File: src/inc/rct_defines.svh
`ifndef RCT_DEFINES_SVH
`define RCT_DEFINES_SVH

// ------------------------------------------------------------
// Register offsets
// ------------------------------------------------------------
`define RCT_ADDR_W 8
`define RCT_OFS_CONTROL 8'h1e
`define RCT_OFS_RELOAD_HIGH 8'h1f
`define RCT_OFS_RELOAD_LOW 8'h20
`define RCT_OFS_COUNT_HIGH 8'h21
`define RCT_OFS_COUNT_LOW 8'h22
`define RCT_OFS_IRQ_STATUS 8'h30
`define RCT_OFS_IRQ_CLEAR 8'h31
`define RCT_OFS_IRQ_ENABLE 8'h32
`define RCT_OFS_COMMAND 8'h33

// ------------------------------------------------------------
// Control field positions
// ------------------------------------------------------------
`define RCT_CTL_STOP_RX_BIT 7
`define RCT_CTL_START_MSB 5
`define RCT_CTL_START_LSB 4
`define RCT_CTL_RELOAD_BIT 3
`define RCT_CTL_TICK_MSB 1
`define RCT_CTL_TICK_LSB 0

// ------------------------------------------------------------
// Interrupt and command bits
// ------------------------------------------------------------
`define RCT_IRQ_UNDERFLOW_BIT 0
`define RCT_IRQ_RX_STOP_BIT 1
`define RCT_CMD_START_BIT 0
`define RCT_CMD_STOP_BIT 1

// ------------------------------------------------------------
// Reset values and timing
// ------------------------------------------------------------
`define RCT_CONTROL_RESET 8'h00
`define RCT_RELOAD_RESET 16'h0000
`define RCT_IRQ_ENABLE_RESET 8'h00
`define RCT_FAST_FREQ_KHZ 13560
`define RCT_SLOW_FREQ_HZ 211875
`define RCT_SLOW_DIVIDE ((`RCT_FAST_FREQ_KHZ * 1000) / `RCT_SLOW_FREQ_HZ)

`endif

File: src/inc/rct_pkg.sv
`default_nettype none

package rct_pkg;

   // ---------------------------------------------------------
   // Start modes
   // ---------------------------------------------------------
   typedef enum logic [1:0]
   {
      RCT_START_MANUAL = 2'h0,
      RCT_START_TX_END = 2'h1,
      RCT_START_TRIM_NO_UF = 2'h2,
      RCT_START_TRIM_UF = 2'h3
   } rct_start_t;

   // ---------------------------------------------------------
   // Tick sources
   // ---------------------------------------------------------
   typedef enum logic [1:0]
   {
      RCT_TICK_FAST = 2'h0,
      RCT_TICK_SLOW = 2'h1,
      RCT_TICK_TIMER_ZERO = 2'h2,
      RCT_TICK_TIMER_ONE = 2'h3
   } rct_tick_t;

   // ---------------------------------------------------------
   // Control register contents
   // ---------------------------------------------------------
   typedef struct packed
   {
      logic stop_on_receive;
      rct_start_t start_mode_select;
      logic reload_on_zero;
      rct_tick_t tick_source_select;
   } rct_ctrl_t;

   // ---------------------------------------------------------
   // Events from the transceiver, reference oscillator, fast tick and sibling timers
   // ---------------------------------------------------------
   typedef struct packed
   {
      logic tx_done;
      logic rx_first_bits;
      logic low_freq_oscillator_rise;
      logic fast_tick;
      logic timer_zero_underflow;
      logic timer_one_underflow;
   } rct_events_t;

endpackage : rct_pkg

`default_nettype wire

File: src/verilog/rct_tick_div.sv
`include "rct_defines.svh"
`default_nettype none

// Divides the fast tick enable down to the slow tick enable
module rct_tick_div #(
   parameter int DIVIDE = `RCT_SLOW_DIVIDE
) (
   // Clock and reset
   input wire logic i_clk,
   input wire logic i_reset,
   // Fast tick in, slow tick out
   input wire logic i_fast_tick,
   output logic o_slow_tick
);

   localparam int CW = $clog2(DIVIDE);
   localparam logic [CW-1:0] LAST = CW'(DIVIDE - 1);

   logic [CW-1:0] cnt_q;
   logic slow_q;

   // ---------------------------------------------------------
   // Fast tick counter
   // ---------------------------------------------------------
   always_ff @(posedge i_clk)
   begin
      if (i_reset)
      begin
         cnt_q <= '0;
         slow_q <= 1'b0;
      end
      else
      begin
         slow_q <= i_fast_tick && (cnt_q == LAST);
         if (i_fast_tick)
         begin
            cnt_q <= (cnt_q == LAST) ? '0 : cnt_q + 1'b1;
         end
      end
   end

   assign o_slow_tick = slow_q;

endmodule : rct_tick_div

`default_nettype wire

File: src/verilog/rct_timer.sv
`include "rct_defines.svh"
`default_nettype none

// Functional notes
// - With stop-on-receive set, halt at once after the first four received bits.
// - In oscillator trimming modes the stop-on-receive bit has no effect.
// - Start mode 00 never self-starts; 01 starts when a transmission ends.
// - Modes 10 and 11 start and stop on reference rising edges; 11 underflows.
// - Auto-restart set: reload from the reload word at zero and keep counting, except in mode 10.
// - Auto-restart clear: count down to zero and stop without reload.
// - Every underflow sets the underflow interrupt flag.
// - Tick source 00 is the fast clock, 01 the slow divided clock.
// - Tick source 10 counts timer zero underflows, 11 timer one underflows.
// - Reload word is high byte bits 15..8 and low byte bits 7..0.
// - Each start copies both reload bytes together into the counter.
// - Reload writes do not disturb a running count; used at next start or next auto-restart reload.
// - High byte of the live count is readable.
// - Low byte of the live count is readable in its own register.
module rct_timer #(
   parameter int WIDTH = 16,
   parameter int SLOW_DIVIDE = `RCT_SLOW_DIVIDE
) (
   // Clock and reset
   input wire logic i_clk,
   input wire logic i_reset,
   // Register port
   input wire logic [`RCT_ADDR_W-1:0] i_addr,
   input wire logic [7:0] i_wr_data,
   input wire logic i_wr,
   input wire logic i_rd,
   output logic [7:0] o_rd_data,
   // Transceiver, reference and sibling events
   input wire rct_pkg::rct_events_t i_events,
   // Timer state and cascade
   output logic o_running,
   output logic o_underflow,
   // Interrupt
   output logic o_irq
);

   // ---------------------------------------------------------
   // Declarations
   // ---------------------------------------------------------
   rct_pkg::rct_ctrl_t ctrl_q;
   logic [7:0] reload_high_byte_q;
   logic [7:0] reload_low_byte_q;
   logic [WIDTH-1:0] reload_word;
   logic [WIDTH-1:0] count_q;
   logic running_q;
   logic underflow_q;
   logic [1:0] irq_status_q;
   logic [1:0] irq_status_d;
   logic [1:0] irq_enable_q;
   logic [7:0] rd_data_q;
   logic slow_tick;
   logic tick;
   logic trim_mode;
   logic sw_start;
   logic sw_stop;
   logic tx_start;
   logic trim_edge;
   logic rx_stop;
   logic start_event;
   logic stop_event;
   logic at_zero;
   logic uf_allowed;
   logic uf_event;
   logic [1:0] irq_events;
   logic [1:0] irq_clear;

   // ---------------------------------------------------------
   // Write decode helper
   // ---------------------------------------------------------
   function automatic logic wr_hit(input logic [`RCT_ADDR_W-1:0] ofs);
      wr_hit = i_wr && (i_addr == ofs);
   endfunction : wr_hit

   // Control byte with reserved bits forced to zero
   function automatic logic [7:0] ctrl_to_byte(input rct_pkg::rct_ctrl_t c);
      logic [7:0] b;
      b = 8'h00;
      b[`RCT_CTL_STOP_RX_BIT] = c.stop_on_receive;
      b[`RCT_CTL_START_MSB:`RCT_CTL_START_LSB] = c.start_mode_select;
      b[`RCT_CTL_RELOAD_BIT] = c.reload_on_zero;
      b[`RCT_CTL_TICK_MSB:`RCT_CTL_TICK_LSB] = c.tick_source_select;
      ctrl_to_byte = b;
   endfunction : ctrl_to_byte

   // Byte to control fields, shared by reset and write
   function automatic rct_pkg::rct_ctrl_t byte_to_ctrl(input logic [7:0] b);
      rct_pkg::rct_ctrl_t c;
      c.stop_on_receive = b[`RCT_CTL_STOP_RX_BIT];
      c.start_mode_select = rct_pkg::rct_start_t'(b[`RCT_CTL_START_MSB:`RCT_CTL_START_LSB]);
      c.reload_on_zero = b[`RCT_CTL_RELOAD_BIT];
      c.tick_source_select = rct_pkg::rct_tick_t'(b[`RCT_CTL_TICK_MSB:`RCT_CTL_TICK_LSB]);
      byte_to_ctrl = c;
   endfunction : byte_to_ctrl

   // ---------------------------------------------------------
   // Slow tick divider
   // ---------------------------------------------------------
   rct_tick_div #(
      .DIVIDE(SLOW_DIVIDE)
   ) u_div (
      .i_clk(i_clk),
      .i_reset(i_reset),
      .i_fast_tick(i_events.fast_tick),
      .o_slow_tick(slow_tick)
   );

   // ---------------------------------------------------------
   // Control register
   // ---------------------------------------------------------
   // Reserved bits 6 and 2 are never stored
   always_ff @(posedge i_clk)
   begin
      if (i_reset)
      begin
         ctrl_q <= byte_to_ctrl(`RCT_CONTROL_RESET);
      end
      else if (wr_hit(`RCT_OFS_CONTROL))
      begin
         ctrl_q <= byte_to_ctrl(i_wr_data);
      end
   end

   // ---------------------------------------------------------
   // Reload bytes
   // ---------------------------------------------------------
   // Stored only; the counter picks them up at a start or at an auto-restart reload at zero
   always_ff @(posedge i_clk)
   begin
      if (i_reset)
      begin
         reload_high_byte_q <= 8'(`RCT_RELOAD_RESET >> 8);
         reload_low_byte_q <= 8'(`RCT_RELOAD_RESET);
      end
      else
      begin
         if (wr_hit(`RCT_OFS_RELOAD_HIGH))
         begin
            reload_high_byte_q <= i_wr_data;
         end
         if (wr_hit(`RCT_OFS_RELOAD_LOW))
         begin
            reload_low_byte_q <= i_wr_data;
         end
      end
   end

   // Both bytes joined into one word
   assign reload_word = WIDTH'({reload_high_byte_q, reload_low_byte_q});

   // ---------------------------------------------------------
   // Tick selection
   // ---------------------------------------------------------
   always_comb
   begin
      case (ctrl_q.tick_source_select)
         rct_pkg::RCT_TICK_FAST: tick = i_events.fast_tick;
         rct_pkg::RCT_TICK_SLOW: tick = slow_tick;
         rct_pkg::RCT_TICK_TIMER_ZERO: tick = i_events.timer_zero_underflow;
         rct_pkg::RCT_TICK_TIMER_ONE: tick = i_events.timer_one_underflow;
         default: tick = 1'b0;
      endcase
   end

   // ---------------------------------------------------------
   // Start and stop events
   // ---------------------------------------------------------
   assign trim_mode = ctrl_q.start_mode_select[1];
   assign sw_start = wr_hit(`RCT_OFS_COMMAND) && i_wr_data[`RCT_CMD_START_BIT];
   assign sw_stop = wr_hit(`RCT_OFS_COMMAND) && i_wr_data[`RCT_CMD_STOP_BIT];
   // Transmission end starts the count only in mode 01
   assign tx_start = i_events.tx_done &&
      (ctrl_q.start_mode_select == rct_pkg::RCT_START_TX_END);
   // Reference rising edge toggles the count in trimming modes
   assign trim_edge = i_events.low_freq_oscillator_rise && trim_mode;
   // Receive stop is dropped while trimming
   assign rx_stop = i_events.rx_first_bits && ctrl_q.stop_on_receive &&
      !trim_mode && running_q;
   assign start_event = sw_start || tx_start || (trim_edge && !running_q);
   assign stop_event = sw_stop || rx_stop || (trim_edge && running_q);

   // ---------------------------------------------------------
   // Underflow decode
   // ---------------------------------------------------------
   assign at_zero = (count_q == '0);
   // Trimming without underflow stops at zero instead
   assign uf_allowed =
      (ctrl_q.start_mode_select != rct_pkg::RCT_START_TRIM_NO_UF);
   assign uf_event = running_q && !stop_event && !start_event && tick &&
      at_zero && uf_allowed;

   // ---------------------------------------------------------
   // Counter and run state
   // ---------------------------------------------------------
   always_ff @(posedge i_clk)
   begin
      if (i_reset)
      begin
         count_q <= '0;
         running_q <= 1'b0;
      end
      else if (stop_event)
      begin
         running_q <= 1'b0;
      end
      else if (start_event)
      begin
         count_q <= reload_word;
         running_q <= 1'b1;
      end
      else if (running_q && tick)
      begin
         if (!at_zero)
         begin
            count_q <= count_q - 1'b1;
         end
         else if (!uf_allowed)
         begin
            running_q <= 1'b0;
         end
         else if (ctrl_q.reload_on_zero)
         begin
            count_q <= reload_word;
         end
         else
         begin
            running_q <= 1'b0;
         end
      end
   end

   // Cascade pulse for other timers
   always_ff @(posedge i_clk)
   begin
      if (i_reset)
      begin
         underflow_q <= 1'b0;
      end
      else
      begin
         underflow_q <= uf_event;
      end
   end

   assign o_running = running_q;
   assign o_underflow = underflow_q;

   // ---------------------------------------------------------
   // Interrupt status, enable and clear
   // ---------------------------------------------------------
   assign irq_events[`RCT_IRQ_UNDERFLOW_BIT] = uf_event;
   assign irq_events[`RCT_IRQ_RX_STOP_BIT] = rx_stop;
   assign irq_clear = wr_hit(`RCT_OFS_IRQ_CLEAR) ? i_wr_data[1:0] : 2'h0;
   // A new event wins over a clear in the same cycle
   assign irq_status_d = (irq_status_q & ~irq_clear) | irq_events;

   always_ff @(posedge i_clk)
   begin
      if (i_reset)
      begin
         irq_status_q <= 2'h0;
      end
      else
      begin
         irq_status_q <= irq_status_d;
      end
   end

   // Enable mask
   always_ff @(posedge i_clk)
   begin
      if (i_reset)
      begin
         irq_enable_q <= 2'(`RCT_IRQ_ENABLE_RESET);
      end
      else if (wr_hit(`RCT_OFS_IRQ_ENABLE))
      begin
         irq_enable_q <= i_wr_data[1:0];
      end
   end

   assign o_irq = |(irq_status_q & irq_enable_q);

   // ---------------------------------------------------------
   // Read port
   // ---------------------------------------------------------
   // Data stand one cycle after the read strobe only
   always_ff @(posedge i_clk)
   begin
      if (i_reset)
      begin
         rd_data_q <= 8'h00;
      end
      else if (i_rd)
      begin
         case (i_addr)
            `RCT_OFS_CONTROL: rd_data_q <= ctrl_to_byte(ctrl_q);
            `RCT_OFS_RELOAD_HIGH: rd_data_q <= reload_high_byte_q;
            `RCT_OFS_RELOAD_LOW: rd_data_q <= reload_low_byte_q;
            `RCT_OFS_COUNT_HIGH: rd_data_q <= 8'(count_q >> 8);
            `RCT_OFS_COUNT_LOW: rd_data_q <= 8'(count_q);
            `RCT_OFS_IRQ_STATUS: rd_data_q <= {6'h00, irq_status_q};
            `RCT_OFS_IRQ_ENABLE: rd_data_q <= {6'h00, irq_enable_q};
            default: rd_data_q <= 8'h00;
         endcase
      end
      else
      begin
         rd_data_q <= 8'h00;
      end
   end

   assign o_rd_data = rd_data_q;

endmodule : rct_timer

`default_nettype wire

File: config.mk
export PLATFORM = sky130hd
export DESIGN_NAME = rct_timer
export DESIGN_NICKNAME = d
export VERILOG_FILES = /design/src/inc/rct_pkg.sv /design/src/verilog/rct_tick_div.sv /design/src/verilog/rct_timer.sv
export VERILOG_INCLUDE_DIRS = /design/src /design/src/inc
export SDC_FILE = /design/constraint.sdc
export NUM_CORES = 1
export LEC_CHECK = 0
export BUFFER_PORTS_ARGS = -buffer_cell sky130_fd_sc_hd__buf_2
export CAP_MARGIN = 20
export CORE_MARGIN = 1.5
export CORE_UTILIZATION = 58
export CTS_CLUSTER_SIZE = 14
export DETAILED_ROUTE_END_ITERATION = 12
export PLACE_DENSITY = 0.8
export SLEW_MARGIN = 0
export SYNTH_ARGS = -nofsm -noshare
export SYNTH_HDL_FRONTEND = slang
export SYNTH_SLANG_ARGS = --single-unit
File: constraint.sdc
create_clock -name i_clk -period 2.6 [get_ports i_clk]
set_clock_uncertainty 0.05 [all_clocks]
set_input_delay 0.26 -clock i_clk [delete_from_list [all_inputs] [get_ports i_clk]]
set_output_delay 0.26 -clock i_clk [all_outputs]
set_load 0.02 [all_outputs]
==> impl_metrics.py <==
metrics = {
    "status": {
        "status": "finished, final reports clean",
    },
    "critical_path": {
        "ff2ff_path_depth": 8,
        "crit_path_end_kind": "flip-flop",
        "required_ns": 2.82,
        "cp.depth": 8,
        "worst_setup_path_start_kind": "flip-flop",
        "max_stage_delay_ns": 0.46,
        "worstSetupEndpoint": "count_q[0]$_SDFFE_PP0P_",
        "critPathBufInv": 1,
        "crit_type": "reg -> reg",
        "rrSetupSlack_ns": 0.28,
        "slowest_stage": "dfxtp_1",
        "critPathTopFamily": "simple AND/OR/NAND/NOR gates",
        "crit_chain": "inv_1 > ha_1 > nor4b_2 > and4_4 > a21oi_4 > o21ai_4 > or3_1 > a31oi_2",
        "timing.rr.end": "count_q[0]$_SDFFE_PP0P_",
        "critical_path_arrival_ns": 2.54,
        "timing.rr.start": "count_q[0]$_SDFFE_PP0P_",
        "path_max_fanout": 19,
        "crit_path_start": "count_q[0]$_SDFFE_PP0P_",
    },
    "route": {
        "routed_wl_mm": 8.782,
        "vias": 3129,
        "routedWlPerCell_um": 18.07,
        "drc": 0,
        "vias_per_cell": 6.438,
        "dr.first_iter.drc_count": 449,
        "ant_nets": 0,
        "drt-pass1-iter-count": 5,
    },
    "clocking": {
        "postCtsHoldBufs": 0,
        "path_clk_slew_ns": 0.07,
        "clk_path_buf_depth": 2,
        "cts-root-buf": "clkbuf_8",
        "cts_sinks": 59,
        "cts_buffers": 9,
        "cts_tree": "done",
        "post-cts-setup-buffer-count": 0,
        "clk_latency_ns": 0.34,
        "cts_max_level": 3,
        "post_cts_resize_count": 0,
    },
    "synthesis": {
        "synth_top_area_share_pct": 37.39,
        "synth_top_area_cell": "dfxtp_1",
        "synthFlopType": "dfxtp_1",
        "ys_ff_latch": 59,
        "synthCells": 372,
        "avgSynthCellArea_um2": 8.493,
        "synthTopCellsByCount": "dfxtp_1 (59), nand2_1 (43), nor2_1 (42)",
        "synth.area.top_cells": "dfxtp_1 (37%), mux2i_1 (6.7%), nand2_1 (5.1%)",
        "ys_types": 68,
        "yosys_warnings": 0,
        "synth_edf_count": 0,
        "synth_most_common_cell": "dfxtp_1",
        "syn_area_um2": 3159,
        "synth_seq_area_share_pct": 37.39,
        "synthArstFlopShare_pct": 0,
        "syn_nets": 401,
    },
    "timing": {
        "tightest_slew_ns": 0.5195,
        "slew_headroom_pct": 65.23,
        "layout_setup_ws_ns": 0.2756,
        "hold_viol_final": 0,
        "slew_viol_final": 0,
        "rsz0062_at_grt": "false",
        "fin_crit_ns": 2.324,
        "final.period_utilization_pct": 89.40,
        "clock.fmax_ghz": 0.4302,
        "setup_viol": 0,
        "setup-tns-final_ns": 0,
    },
    "layout": {
        "syn2layout_area_growth_pct": 14.18,
        "final_area_um2": 3607,
        "multi_input_area_um2": 1844,
        "layout.nets": 441,
        "antenna_cells": 0,
        "regArea_um2": 1181,
        "layout-drive-gt1-share_pct": 20.91,
        "n_fill_cell": 436,
    },
    "grt": {
        "grt_max_degree": 33,
        "grt.total_usage_pct": 31.16,
        "grt_pass1_vias": 2887,
        "overflow": 0,
        "grt_pass1_wl_mm": 14.25,
        "antenna_found_initial": 0,
    },
    "placement": {
        "place_congestion": 0.9628,
        "port_buffers": 36,
        "dpl_cell_area_um2": 3425,
        "hpwl_mm": 6.380,
        "pre_cts_slack_ns": 0.3389,
    },
    "power": {
        "power-per-cell-area_nw_per_um2": 496.4,
        "p_leak_uw": 0.001447,
        "ir_drop_uv": 551.8,
    },
    "floorplanning": {
        "ioPinCount": 37,
        "num_rows": 26,
        "initial_core_util_pct": 61.08,
        "die_w_um": 76.81,
        "dieArea_um2": 5899,
        "coreArea_um2": 5172,
        "die_h_um": 76.81,
    },
    "min_path": {
        "holdPathStages": 3,
        "hold_path.class": "in -> reg",
    },
    "flow_run": {
        "cap_violations": 0,
    },
}
## routing by layer
metal  vias up  GRT usage (%)  part of all wire, %
met4         0          11.11                  2.6
met5         -              0                    0
li1       1456              -                    -
met1      1453          40.53                   41
met2       186          48.67                   46
met3        34          9.524                   10
## worst register-to-register path: cells and delay by family, from the launching register on
kind                     cells  cell delay (ns)
buffers and inverters        1             0.10
AND/OR/NAND/NOR              3             0.83
adder cells (fa/ha/maj)      1             0.20
AO/OA/AOI/OAI                3             0.62
flip-flops                   1             0.46
## cells in the final DEF, fill, tap and decap left out, types with 3 or more instances in the layout
cell      count
xor2_1        3
a21o_1        3
nor4_1        3
nor3_1       11
mux2_2        5
a31oi_1       5
nand2_1      43
nor2_1       42
nor3b_1       3
o31ai_1       3
dfxtp_1      59
buf_2        36
clkbuf_8      9
nand3b_1      3
mux2i_1      21
o32ai_1       6
o21ai_0      13
ha_1          3
buf_4        13
a222oi_1      4
nor4_2        3
inv_1         9
nand3_1      19
o31a_1        3
a21oi_1      31
nand4_1       5
## where the power goes
part	leakage (uW)	switching [uW]	internal, uW
logic	0.000883	55.0	31.1
registers	0.000475	3.39	908
clock network	0.0000881	360	433
## worst min path at each step
stage                                      start                                  to  slack, ns
5_1_grt                             i_wr_data[6]   reload_low_byte_q[6]$_SDFFE_PP0P_       0.14
2_1_floorplan                       i_wr_data[0]              ctrl_q[0]$_SDFFE_PP0P_       0.35
3_3_place_gp   reload_low_byte_q[7]$_SDFFE_PP0P_   reload_low_byte_q[7]$_SDFFE_PP0P_       0.42
6_report                            i_wr_data[6]  reload_high_byte_q[6]$_SDFFE_PP0P_       0.12
3_5_place_dp   reload_low_byte_q[7]$_SDFFE_PP0P_   reload_low_byte_q[7]$_SDFFE_PP0P_       0.42
4_1_cts                             i_wr_data[6]  reload_high_byte_q[6]$_SDFFE_PP0P_       0.11
## cell families (layout without fill, tap and decap cells)
logic type | after synthesis | in the layout | share of synthesized area [%]
buffers and inverters | 29 | 73 | 4.436
adder cells (fa/ha/maj) | 3 | 3 | 1.188
XOR/XNOR | 5 | 5 | 1.386
AO/OA/AOI/OAI | 93 | 93 | 20.52
multiplexers | 27 | 27 | 9.148
flip-flops | 59 | 59 | 37.39
AND/OR/NAND/NOR | 156 | 156 | 25.94
## state kept, by name, indices dropped and copies added (netlist names), 2 cells and up
signal and cells:
ctrl_q 6, irq_enable_q 2, o_rd_data 8, count_q 16, u_div.cnt_q 6, irq_status_q 2, reload_high_byte_q 8, reload_low_byte_q 8
## layout make-up
type                    count  share of cell area (%)
clock inverters             5                   1.526
multi-input cells         284                   51.13
inverters                   9                  0.9365
well taps                  70                   2.428
repair buffers             49                   7.700
clock buffers              10                   3.538
flip-flops and latches     59                   32.74
## stage by stage
stage	instances	hold WS [ns]	total power, uW	utilization, %
after floorplan	372	0.3539	975.9	-
after global placement	471	0.4225	1014	66.21
after detailed placement	471	0.4210	1016	66.21
after CTS	486	0.1086	1801	69.74
after global routing	486	0.1368	1841	69.74
final	486	0.1188	1791	69.74
Note: power is estimated with default switching activity, not from simulation.
